$ cat src/common/fumc_pkg.sv
// package of constants and carrier types for the flash user-mode control block
package fumc_pkg;
	// register addresses in the register file
	localparam logic [7:0] FUMC_ADDR_SEC_HI  = 8'hEC;
	localparam logic [7:0] FUMC_ADDR_SEC_LO  = 8'hED;
	localparam logic [7:0] FUMC_ADDR_UNLOCK  = 8'hEE;
	localparam logic [7:0] FUMC_ADDR_CONTROL = 8'hEF;
	// reset values
	localparam logic [7:0] FUMC_RST_CONTROL  = 8'h00;
	localparam logic [7:0] FUMC_RST_UNLOCK   = 8'h00;
	localparam logic [7:0] FUMC_RST_SEC      = 8'h00;
	// unlock key
	localparam logic [7:0] FUMC_UNLOCK_KEY   = 8'hA5;
	// control field positions
	localparam int FUMC_MODE_HI   = 7;
	localparam int FUMC_MODE_LO   = 4;
	localparam int FUMC_LAUNCH    = 0;
	// operation mode codes
	localparam logic [3:0] FUMC_MODE_PROG  = 4'h5;
	localparam logic [3:0] FUMC_MODE_LOCK  = 4'h6;
	localparam logic [3:0] FUMC_MODE_ERASE = 4'hA;
	// option byte field positions
	localparam int FUMC_OPT_VEC_HI  = 7;
	localparam int FUMC_OPT_VEC_LO  = 5;
	localparam int FUMC_OPT_SIZE_HI = 2;
	localparam int FUMC_OPT_SIZE_LO = 0;
	// boot-loader area geometry
	localparam logic [15:0] FUMC_AREA_BASE = 16'h0100;
	localparam logic [15:0] FUMC_AREA_256  = 16'h0100;
	localparam logic [15:0] FUMC_AREA_512  = 16'h0200;
	localparam logic [15:0] FUMC_AREA_1K   = 16'h0400;
	localparam logic [15:0] FUMC_AREA_2K   = 16'h0800;
	// reset vectors
	localparam logic [15:0] FUMC_VEC_NONE = 16'h0100;
	localparam logic [15:0] FUMC_VEC_0    = 16'h0200;
	localparam logic [15:0] FUMC_VEC_1    = 16'h0300;
	localparam logic [15:0] FUMC_VEC_2    = 16'h0500;
	localparam logic [15:0] FUMC_VEC_3    = 16'h0900;
	// sector geometry: 128-byte sectors
	localparam int FUMC_SEC_SHIFT = 7;
	// timing
	localparam int FUMC_CLK_MHZ      = 100;
	localparam int FUMC_ERASE_MS     = 10;
	localparam int FUMC_ERASE_CYCLES = FUMC_ERASE_MS * 1000 * FUMC_CLK_MHZ;
	localparam int FUMC_CNT_W        = 20;

	// register bus request from the cpu core
	typedef struct packed {
		logic       wr;
		logic       rd;
		logic [7:0] addr;
		logic [7:0] wdata;
	} fumc_reg_req_t;

	// program-memory load request from the cpu core
	typedef struct packed {
		logic        wr;
		logic [15:0] addr;
		logic [7:0]  wdata;
	} fumc_mem_req_t;

	// decoded option byte
	typedef struct packed {
		logic        area_on;
		logic [15:0] area_end;
		logic [15:0] reset_vec;
	} fumc_opt_t;
endpackage

$ cat src/hw/fumc_opt_decode.sv
// option byte decoder: reset vector and boot-loader area, each from its own field
`timescale 1ns/1ps
module fumc_opt_decode
	import fumc_pkg::*;
(
	// option byte value
	input  wire logic [7:0] i_opt,
	// decoded result
	output fumc_opt_t       o_dec
);
	// vector field and size field decoded from disjoint bits only
	always_comb begin
		o_dec.area_on  = ~i_opt[FUMC_OPT_SIZE_HI];
		case (i_opt[FUMC_OPT_SIZE_HI-1:FUMC_OPT_SIZE_LO])
			2'h0:    o_dec.area_end = FUMC_AREA_BASE + FUMC_AREA_256;
			2'h1:    o_dec.area_end = FUMC_AREA_BASE + FUMC_AREA_512;
			2'h2:    o_dec.area_end = FUMC_AREA_BASE + FUMC_AREA_1K;
			default: o_dec.area_end = FUMC_AREA_BASE + FUMC_AREA_2K;
		endcase
		if (i_opt[FUMC_OPT_VEC_HI]) begin
			o_dec.reset_vec = FUMC_VEC_NONE;
		end else begin
			case (i_opt[FUMC_OPT_VEC_HI-1:FUMC_OPT_VEC_LO])
				2'h0:    o_dec.reset_vec = FUMC_VEC_0;
				2'h1:    o_dec.reset_vec = FUMC_VEC_1;
				2'h2:    o_dec.reset_vec = FUMC_VEC_2;
				default: o_dec.reset_vec = FUMC_VEC_3;
			endcase
		end
	end
endmodule

$ cat src/hw/fumc_top.sv
// flash user-mode control: registers, erase sequencing, cpu stall and area protection
//
// Summary of operation
// reject load writes/erases into active boot area
// boot area active only when enable bit 0
// disable bit 1 frees the area
// tool mode bypasses boot area protection
// size bits pick 0/256/512/1K/2K from 100h
// vector bits pick first fetch address
// vector and size fields decoded independently
// control acts only in user mode
// upper nibble selects program, lock, erase
// software writes only defined mode codes
// launch bit starts erase/lock, self clears
// erase stalls cpu at least 10ms
// byte read/program need no launch bit
// user mode only while unlock holds A5h
// erase sequence: unlock, address, A1h, relock
// load write programs only when unlocked, prog
// erase of protected sector suppressed, no stall
`timescale 1ns/1ps
module fumc_top
	import fumc_pkg::*;
#(
	parameter int ERASE_CYCLES = FUMC_ERASE_CYCLES
) (
	// clock and reset
	input  wire logic          i_clk,
	input  wire logic          i_nrst,
	// option byte and tool mode
	input  wire logic [7:0]    i_opt,
	input  wire logic          i_tool_mode,
	// register access
	input  fumc_reg_req_t      i_reg,
	output logic [7:0]         o_reg_rdata,
	// program-memory load writes
	input  fumc_mem_req_t      i_mem,
	// flash array commands
	output logic               o_prog_stb,
	output logic [15:0]        o_prog_addr,
	output logic [7:0]         o_prog_data,
	output logic               o_erase_busy,
	output logic [15:0]        o_erase_addr,
	output logic               o_lock_stb,
	output logic               o_hard_locked,
	// cpu control
	output logic               o_cpu_stall,
	output logic [15:0]        o_reset_vec
);
	fumc_opt_t dec;             // decoded option byte

	// option decode, kept separate per field
	fumc_opt_decode u_dec (
		.i_opt (i_opt),
		.o_dec (dec)
	);

	// true when an address falls inside the active, protected boot area
	function automatic logic in_area(input logic [15:0] a, input fumc_opt_t d,
		input logic tool);
		in_area = d.area_on && !tool && a >= FUMC_AREA_BASE && a < d.area_end;
	endfunction

	// register state
	logic [7:0]            ctrl_q, ctrl_d;        // control register
	logic [7:0]            unlk_q, unlk_d;        // unlock register
	logic [7:0]            sech_q, sech_d;        // sector address high
	logic [7:0]            secl_q, secl_d;        // sector address low
	logic [7:0]            rdat_q, rdat_d;        // read data
	logic [FUMC_CNT_W-1:0] cnt_q, cnt_d;          // erase timer
	logic                  busy_q, busy_d;        // erase in progress
	logic                  prg_q, prg_d;          // program strobe
	logic [15:0]           pa_q, pa_d;            // program address
	logic [7:0]            pd_q, pd_d;            // program data
	logic                  lks_q, lks_d;          // lock strobe
	logic                  lkd_q, lkd_d;          // hard lock state
	logic [15:0]           vec_q, vec_d;          // captured reset vector
	logic                  vcap_q, vcap_d;        // vector captured flag
	logic [2:0]            tsy_q, tsy_d;          // tool mode pin synchroniser
	logic                  tool_q, tool_d;        // filtered tool mode

	logic       user_mode;      // user program mode active
	logic [3:0] mode;           // selected operation mode
	logic [15:0] sec_addr;      // sector base address

	assign user_mode = (unlk_q == FUMC_UNLOCK_KEY);
	assign mode      = ctrl_q[FUMC_MODE_HI:FUMC_MODE_LO];
	assign sec_addr  = {sech_q, secl_q[7], 7'h00};

	// next-state logic for registers and sequencing
	always_comb begin
		ctrl_d = ctrl_q;
		unlk_d = unlk_q;
		sech_d = sech_q;
		secl_d = secl_q;
		rdat_d = rdat_q;
		cnt_d  = cnt_q;
		busy_d = busy_q;
		prg_d  = 1'b0;
		pa_d   = pa_q;
		pd_d   = pd_q;
		lks_d  = 1'b0;
		lkd_d  = lkd_q;
		vec_d  = vec_q;
		vcap_d = 1'b1;
		tsy_d  = {tsy_q[1:0], i_tool_mode};
		tool_d = tool_q;
		// the tool mode pin counts only once second and third stage agree
		if (tsy_q[1] == tsy_q[2]) begin
			tool_d = tsy_q[2];
		end
		// vector caught once after reset release
		if (!vcap_q) begin
			vec_d = dec.reset_vec;
		end
		// register writes
		if (i_reg.wr) begin
			case (i_reg.addr)
				FUMC_ADDR_CONTROL: ctrl_d = {i_reg.wdata[7:4], 3'h0, i_reg.wdata[0]};
				FUMC_ADDR_UNLOCK:  unlk_d = i_reg.wdata;
				FUMC_ADDR_SEC_HI:  sech_d = i_reg.wdata;
				FUMC_ADDR_SEC_LO:  secl_d = i_reg.wdata;
				default: ;
			endcase
		end
		// register reads
		if (i_reg.rd) begin
			case (i_reg.addr)
				FUMC_ADDR_CONTROL: rdat_d = ctrl_q;
				FUMC_ADDR_UNLOCK:  rdat_d = unlk_q;
				FUMC_ADDR_SEC_HI:  rdat_d = sech_q;
				FUMC_ADDR_SEC_LO:  rdat_d = secl_q;
				default:           rdat_d = 8'h00;
			endcase
		end
		// launch bit handling; outside user mode nothing starts
		if (ctrl_q[FUMC_LAUNCH] && !busy_q) begin
			// a control write in the same cycle keeps its own launch bit
			if (!(i_reg.wr && i_reg.addr == FUMC_ADDR_CONTROL)) begin
				ctrl_d[FUMC_LAUNCH] = 1'b0; // self clear
			end
			if (user_mode) begin
				if (mode == FUMC_MODE_ERASE && !in_area(sec_addr, dec, tool_q)) begin
					busy_d = 1'b1;
					cnt_d  = FUMC_CNT_W'(ERASE_CYCLES - 1);
				end else if (mode == FUMC_MODE_LOCK) begin
					lks_d = 1'b1;
					lkd_d = 1'b1;
				end
			end
		end
		// erase timer releases the cpu by itself
		if (busy_q) begin
			if (cnt_q == '0) begin
				busy_d = 1'b0;
			end else begin
				cnt_d = cnt_q - 1'b1;
			end
		end
		// byte program straight from a load write, no launch bit
		if (i_mem.wr && user_mode && mode == FUMC_MODE_PROG && !busy_q && !lkd_q
			&& !in_area(i_mem.addr, dec, tool_q)) begin
			prg_d = 1'b1;
			pa_d  = i_mem.addr;
			pd_d  = i_mem.wdata;
		end
	end

	// register all state
	always_ff @(posedge i_clk or negedge i_nrst) begin
		if (!i_nrst) begin
			ctrl_q <= FUMC_RST_CONTROL;
			unlk_q <= FUMC_RST_UNLOCK;
			sech_q <= FUMC_RST_SEC;
			secl_q <= FUMC_RST_SEC;
			rdat_q <= 8'h00;
			cnt_q  <= '0;
			busy_q <= 1'b0;
			prg_q  <= 1'b0;
			pa_q   <= 16'h0000;
			pd_q   <= 8'h00;
			lks_q  <= 1'b0;
			lkd_q  <= 1'b0;
			vec_q  <= FUMC_VEC_NONE;
			vcap_q <= 1'b0;
			tsy_q  <= 3'h0;
			tool_q <= 1'b0;
		end else begin
			ctrl_q <= ctrl_d;
			unlk_q <= unlk_d;
			sech_q <= sech_d;
			secl_q <= secl_d;
			rdat_q <= rdat_d;
			cnt_q  <= cnt_d;
			busy_q <= busy_d;
			prg_q  <= prg_d;
			pa_q   <= pa_d;
			pd_q   <= pd_d;
			lks_q  <= lks_d;
			lkd_q  <= lkd_d;
			vec_q  <= vec_d;
			vcap_q <= vcap_d;
			tsy_q  <= tsy_d;
			tool_q <= tool_d;
		end
	end

	// outputs straight from flops
	assign o_reg_rdata   = rdat_q;
	assign o_prog_stb    = prg_q;
	assign o_prog_addr   = pa_q;
	assign o_prog_data   = pd_q;
	assign o_erase_busy  = busy_q;
	assign o_erase_addr  = sec_addr;
	assign o_lock_stb    = lks_q;
	assign o_hard_locked = lkd_q;
	assign o_cpu_stall   = busy_q;
	assign o_reset_vec   = vec_q;

	// no program strobe into the protected area
	area_guard_a: assert property (@(posedge i_clk) disable iff (!i_nrst)
		prg_q |-> !in_area(pa_q, dec, $past(tool_q))) else $error("program hit boot area");
	// program needs unlock and program mode
	prog_gate_a: assert property (@(posedge i_clk) disable iff (!i_nrst)
		$rose(prg_q) |-> $past(user_mode) && $past(mode) == FUMC_MODE_PROG) else $error("bad program");
	// no erase outside user mode
	mode_gate_a: assert property (@(posedge i_clk) disable iff (!i_nrst)
		$rose(busy_q) |-> $past(user_mode)) else $error("erase outside user mode");
	// erase needs erase code
	erase_code_a: assert property (@(posedge i_clk) disable iff (!i_nrst)
		$rose(busy_q) |-> $past(mode) == FUMC_MODE_ERASE) else $error("erase with wrong code");
	// launch bit clears itself
	launch_clear_a: assert property (@(posedge i_clk) disable iff (!i_nrst)
		ctrl_q[FUMC_LAUNCH] && !busy_q && !(i_reg.wr && i_reg.addr == FUMC_ADDR_CONTROL)
		|=> !ctrl_q[FUMC_LAUNCH]) else $error("launch bit stuck");
	// stall holds for at least eight cycles after it rises
	stall_hold_a: assert property (@(posedge i_clk) disable iff (!i_nrst)
		$rose(o_cpu_stall) |-> o_cpu_stall[*8]) else $error("stall too short");
	// no stall for a protected sector
	prot_erase_a: assert property (@(posedge i_clk) disable iff (!i_nrst)
		$rose(busy_q) |-> !$past(in_area(sec_addr, dec, tool_q))) else $error("protected erase");
	// every flash operation was started while the key stood in the unlock register
	unlock_key_a: assert property (@(posedge i_clk) disable iff (!i_nrst)
		prg_q || lks_q || $rose(busy_q) |-> $past(unlk_q) == 8'hA5) else $error("op without key");
endmodule

$ cat config.mk
export PLATFORM = sky130hd
export DESIGN_NAME = fumc_top
export DESIGN_NICKNAME = d
export VERILOG_FILES = /design/src/common/fumc_pkg.sv /design/src/hw/fumc_opt_decode.sv /design/src/hw/fumc_top.sv
export SDC_FILE = /design/constraint.sdc
export NUM_CORES = 1
export LEC_CHECK = 0
export ABC_AREA = 1
export BUFFER_PORTS_ARGS = -buffer_cell sky130_fd_sc_hd__buf_2
export CAP_MARGIN = 0
export CORE_UTILIZATION = 35
export CTS_BUF_LIST = sky130_fd_sc_hd__clkbuf_4 sky130_fd_sc_hd__clkbuf_8 sky130_fd_sc_hd__clkbuf_16
export DETAILED_ROUTE_END_ITERATION = 6
export GPL_ROUTABILITY_DRIVEN = 0
export PLACE_DENSITY_LB_ADDON = 0.05
export SLEW_MARGIN = 20
export SYNTH_ARGS = -nofsm -noshare
export SYNTH_HDL_FRONTEND = slang
export SYNTH_SLANG_ARGS = --single-unit
$ cat constraint.sdc
create_clock -name i_clk -period 1.85 [get_ports i_clk]
set_clock_uncertainty 0.2 [all_clocks]
set_input_delay 0.37 -clock i_clk [delete_from_list [all_inputs] [get_ports i_clk]]
set_output_delay 0.37 -clock i_clk [all_outputs]
set_load 0.02 [all_outputs]
==> results.json, run 1 <==
{
  "status": "finished, final reports clean",
  "grt_pass1_wl_um": 21000,
  "fp.dieH_um": 121,
  "synthArstFlopShare_pct": 100,
  "p_seq_share_pct": 49.7,
  "worstPathRequired_ns": 1.89,
  "holdPathStages": 2,
  "crit_family": "simple AND/OR/NAND/NOR gates",
  "htree_levels": 3,
  "endpoint_kind": "register",
  "synth_compound_area_share_pct": 6.95,
  "p_switching_w": 0.00111,
  "worstSkewPairLatency_ns": 0.35,
  "initial_core_util_pct": 35.7,
  "core_sq_um": 13800,
  "vias_per_cell": 4.68,
  "ys_seq_elements": 94,
  "ir_drop_uv": 401,
  "worst-setup-path-type": "register to register",
  "antennaDiodeCount": 0,
  "reg2reg_depth": 10,
  "drive_gt1_share_pct": 30.2,
  "antenna_found_initial": 0,
  "cts_tree": "done",
  "dieArea_sq_um": 14600,
  "cellLeakagePower_nw": 3.40,
  "synthDistinctLibCells": 36,
  "cp_common_cell": "nand2_1",
  "drt_iter0_drc": 232,
  "ant_nets": 0,
  "syn_area_sq_um": 4940,
  "grt_max_degree": 35,
  "clkTransAtPathRegs_ns": 0.07,
  "post-place-cells": 931,
  "place_hpwl_um": 9530,
  "num_rows": 43,
  "clkPwrFrac_pct": 41.5,
  "maxCapViolCount": 0,
  "synth.yosys.seq_area_share_pct": 47.7,
  "clock_path_buffers": 2,
  "cp_max_fo": 5,
  "maxSlewViolCount": 0,
  "wire_per_inst_um": 13.6,
  "hold_path_class": "primary input to register",
  "fin_cells": 958,
  "period_minus_slack_ns": 1.80,
  "cts.sink_count": 94,
  "syn_avg_cell_area_sq_um": 7.85,
  "power_frac_comb_pct": 8.9,
  "syn_inst": 629,
  "fin_crit_sh_pct": 97.4,
  "overflow": 0,
  "critical-path-max-stage-delay_ns": 0.39,
  "cp.arrival_ns": 1.85,
  "drc": 0,
  "synthSimpleGateAreaFrac_pct": 31.5,
  "cts_buffers": 9,
  "io_buffer_count": 101,
  "synth_top_family_by_area": "simple AND/OR/NAND/NOR gates",
  "cp.depth": 10,
  "fmaxAchievable_mhz": 555,
  "power.share.switching_pct": 25.8,
  "first_global_vias": 4127,
  "synth.area.mux_share_pct": 0,
  "internal-power_w": 0.00320,
  "rsz0062_at_grt": "yes",
  "crit_buf_inv": 2,
  "nets": 835,
  "synth-xor-area-share_pct": 0.710,
  "die_width_um": 121,
  "synthAdderAreaFrac_pct": 2.23,
  "post-route-util_pct": 47.0,
  "cts_root_buf": "clkbuf_16",
  "area_growth_pct": 31.7,
  "crit_chain": "ha_1, nand2_1, nand3_1, nor2_2, nand2_2, nand3_4, clkbuf_16, nand3_2, nand2_1, inv_1",
  "fin_setup_tns_ns": 0,
  "setup_viol": 0,
  "num_vias": 4483,
  "synth_edf_count": 0,
  "hold_viol": 0,
  "ys.flop_type": "dfrtp_1",
  "cp-start-kind": "register",
  "drtPass1Iterations": 4,
  "ios": 123,
  "ys_warn_count": 0,
  "track_usage_pct": 18.6,
  "wirelength_um": 13000,
  "powerDensity_nw_per_um2": 662,
  "slowest_stage": "dfrtp_1"
}
## cells in the mapped netlist (4+ instances only)
master | count | area share, %
nand3_1 | 80 | 8.1
dfrtp_1 | 93 | 47
o21ai_0 | 30 | 3.0
nand4_1 | 5 | 0.63
nor2_1 | 52 | 4.0
buf_2 | 7 | 0.71
nand2_1 | 183 | 14
nor3_1 | 10 | 1.0
ha_1 | 8 | 2.0
buf_4 | 23 | 3.5
xor2_1 | 4 | 0.71
a21oi_1 | 6 | 0.61
buf_6 | 5 | 1.1
inv_1 | 67 | 5.1
o21ai_1 | 26 | 2.6
## cell usage in the layout, fill, tap and decap left out, types with 6 or more instances in the layout
master	n
o21ai_0	25
nand2_2	13
ha_1	7
buf_2	100
nor2_1	39
a21oi_1	6
nand3_1	70
clkbuf_16	12
o21ai_1	29
nand2_1	169
dfrtp_1	90
inv_1	63
nand3_2	8
nor3_2	7
conb_1	20
nor2_4	6
buf_4	41
nor2_2	9
## registers in the layout, summed over array words and instances (netlist names)
name           cells
secl_q             8
o_hard_locked      1
o_prog_addr       16
tsy_q              3
sech_q             8
o_cpu_stall        1
o_reset_vec        4
tool_q             1
o_reg_rdata        8
cnt_q             20
vcap_q             1
o_prog_stb         1
o_lock_stb         1
o_prog_data        8
unlk_q             8
ctrl_q             5
## metrics by stage
| step | area, sq um | setup WS [ns] | hold WS [ns] | total power, W |
|---|---|---|---|---|
| after floorplan | 5000 | 0.0606 | -0.126 | 0.00237 |
| after global placement | 5810 | -0.132 | 0.107 | 0.00254 |
| after detailed placement | 5810 | -0.183 | 0.105 | 0.00255 |
| after CTS | 6160 | -0.0223 | 0.00843 | 0.00437 |
| after global routing | 6500 | -0.0545 | 0.0144 | 0.00452 |
| final | 6500 | 0.0488 | 0.0266 | 0.00431 |
## layer usage
metal  global-route usage [%]  vias up  part of all wire [%]
li1                         -     2262                     -
met1                     26.7     2088                    50
met2                     27.7      118                    43
met3                     3.63       15                   5.1
met4                     6.71        0                   1.4
met5                        0        -                     0
## power groups by stage
stage                     Combinational, W  Clock (W)  Sequential [W]
after global placement            0.000367          0         0.00217
after global routing              0.000430    0.00195         0.00214
after floorplan                   0.000187          0         0.00219
after CTS                         0.000377    0.00186         0.00214
after detailed placement          0.000371          0         0.00217
final                             0.000382    0.00179         0.00214
## area by class of cell
type | instances | area, sq um
Clock buffer | 10 | 239
Clock inverter | 6 | 46.3
Fill cell | 1373 | 7330
Inverter | 68 | 259
Multi-Input combinational cell | 447 | 2350
Sequential cell | 94 | 2360
Tap cell | 180 | 225
Timing Repair Buffer | 152 | 1020
Timing Repair inverter | 1 | 7.51
## worst paths after layout
path | from | end | slack (ns)
setup / recovery | sech_q[3] | cnt_q[4] | 0.05
hold / removal | i_opt[5] | o_reset_vec[10] | 0.03
setup reg to reg | sech_q[3] | cnt_q[4] | 0.05
hold reg to reg | tsy_q[0] | tsy_q[1] | 0.17
max in group asynchronous | i_nrst | o_reset_vec[8] | 0.57
min in group asynchronous | i_nrst | o_prog_data[0] | 0.27
## timing repair
item,CTS,global route
hold buffers,2,0
pin swaps,0,21
gates cloned,1,4
hold endpoints to repair,22,0
endpoints found under the setup margin,4,44
resized for setup,3,72
buffers inserted,0,5
## kinds of logic (layout without fill, tap and decap cells)
family,Yosys count,in the layout
AND/OR/NAND/NOR,348,348
buffers and inverters,106,237
flip-flops,94,94
AO/OA/AOI/OAI,66,66
adder cells (fa/ha/maj),9,9
XOR/XNOR,4,4
other,2,20
No activity file was read; power rests on OpenSTA's default activity.
==> run 2: changes to the inputs <==
Settings changed: PLACE_DENSITY from default to 0.67, PLACE_DENSITY_LB_ADDON 0.05 to default.
==> run 2 against run 1 <==
Clock power barely moved. Worst hold slack got worse by 0.011 ns. Fmax rose by 2.0%. Die area did not move. Design area fell by 2.1%. Clock-buffer cell count fell by 1. Combinational power fell by 1%. Core utilization fell by 1.0 points. Critical path type unchanged.
==> results.json, run 2 (synthesis gave the netlist of run 1 again) <==
{
  "grt_pass1_wl_um": 19900,
  "crit_family": "simple AND/OR/NAND/NOR gates",
  "worstPathRequired_ns": 1.89,
  "drtPass1Iterations": 5,
  "ios": 123,
  "cp_max_fo": 24,
  "worst-setup-path-type": "register to register",
  "place_hpwl_um": 8830,
  "largest_reg_flops": 20,
  "io_buffer_count": 101,
  "cts_buffers": 9,
  "fin_crit_sh_pct": 95.4,
  "wire_per_inst_um": 13.0,
  "ir_drop_uv": 417,
  "initial_core_util_pct": 35.7,
  "power_w": 0.00431,
  "endpoint_kind": "register",
  "ant_nets": 0,
  "grt_max_degree": 41,
  "num_rows": 43,
  "hold_slack_ns": 0.0153,
  "layout_common_cells": "nand2_1 (174), buf_2 (100), dfrtp_1 (90), nand3_1 (73), inv_1 (62)",
  "cts_root_buf": "clkbuf_16",
  "final_common_cell": "nand2_1",
  "cp-start-kind": "register",
  "drc": 0,
  "die_width_um": 121,
  "dieArea_sq_um": 14600,
  "vias_per_cell": 4.69,
  "clkTransAtPathRegs_ns": 0.08,
  "cts.sink_count": 94,
  "worstSkewPairLatency_ns": 0.35,
  "drive_gt1_share_pct": 28.5,
  "antennaDiodeCount": 0,
  "overflow": 0,
  "n_fill_cell": 1343,
  "area_growth_pct": 28.9,
  "period_minus_slack_ns": 1.77,
  "htree_levels": 3,
  "fmaxAchievable_mhz": 566,
  "cp.arrival_ns": 1.80,
  "rsz0062_at_grt": "yes",
  "fin_setup_tns_ns": 0,
  "setup_viol": 0,
  "core_sq_um": 13800,
  "nets": 830,
  "fp.dieH_um": 121,
  "multi_input_area_sq_um": 2280,
  "drt_iter0_drc": 306,
  "clock_path_buffers": 2,
  "num_vias": 4471,
  "top_register": "cnt_q",
  "maxSlewViolCount": 0,
  "powerDensity_nw_per_um2": 678,
  "crit_chain": "nand4_1, nor2_2, nand4_1, nor2_4, nand2_2, buf_12, nand2_1, nand2_1",
  "track_usage_pct": 17.5,
  "cts_tree": "done",
  "hold_path_class": "primary input to register",
  "status": "finished, final reports clean",
  "critical-path-max-stage-delay_ns": 0.45,
  "cellLeakagePower_nw": 3.36,
  "seqCellArea_sq_um": 2360,
  "crit_buf_inv": 1,
  "first_global_vias": 4015,
  "slowest_stage": "dfrtp_1",
  "wirelength_um": 12400,
  "antenna_found_initial": 0,
  "hold_viol": 0,
  "maxCapViolCount": 0
}
-- run 2: worst reg2reg max path, stage by stage, from the launching register on --
cell	delay, ns
dfrtp_1	0.45
nand4_1	0.14
nor2_2	0.15
nand4_1	0.15
nor2_4	0.19
nand2_2	0.08
buf_12	0.16
nand2_1	0.07
nand2_1	0.05
-- run 2: cell type report --
type	count	area share, %
clock buffers	9	3.54
repair buffers	147	14.9
multi-input cells	447	35.8
flip-flops and latches	94	37.1
clock inverters	7	0.944
inverters	68	4.07
well taps	180	3.54
repair inverters	1	0.118
-- run 2: power by group --
part,internal [W],switching [W]
sequential,0.00210,0.0000359
clock,0.000938,0.000862
combinational,0.000138,0.000239
total,0.00318,0.00114
-- run 2: routing by layer --
metal  wire length (um)  up-vias  GRT usage, %
met2               5580      126          26.2
met1               5910     2073          24.6
li1                   -     2256             -
met3                669       16          3.07
met4                257        0          7.79
met5                  0        -             0
-- run 2: worst paths after layout --
path,depth (start not counted),from,slack [ns],to
min in group asynchronous,2,i_nrst,0.28,o_lock_stb
min,2,i_opt[5],0.02,o_reset_vec[10]
max,8,unlk_q[2],0.08,o_prog_data[6]
min reg2reg,0,tsy_q[0],0.15,tsy_q[1]
max in group asynchronous,3,i_nrst,0.62,o_reset_vec[8]
max reg2reg,8,unlk_q[2],0.08,o_prog_data[6]
-- run 2: repair_timing --
action                                  4_1_cts  5_1_grt
hold buffers                                  2        0
endpoints found under the hold margin        24        0
resized for setup                             0       55
endpoints found under the setup margin        0       44
buffers inserted                              0       11
-- run 2: through the flow --
stage | cell area (sq um) | cells | worst slack [ns] | util, %
CTS | 6070 | 940 | 0.0148 | 43.9
finish | 6360 | 953 | 0.0844 | 46.0
global placement | 5760 | 922 | -0.216 | 41.7
floorplan | 5000 | 647 | 0.0606 | -
global route | 6360 | 953 | -0.0241 | 46.0
detailed placement | 5760 | 922 | -0.243 | 41.7
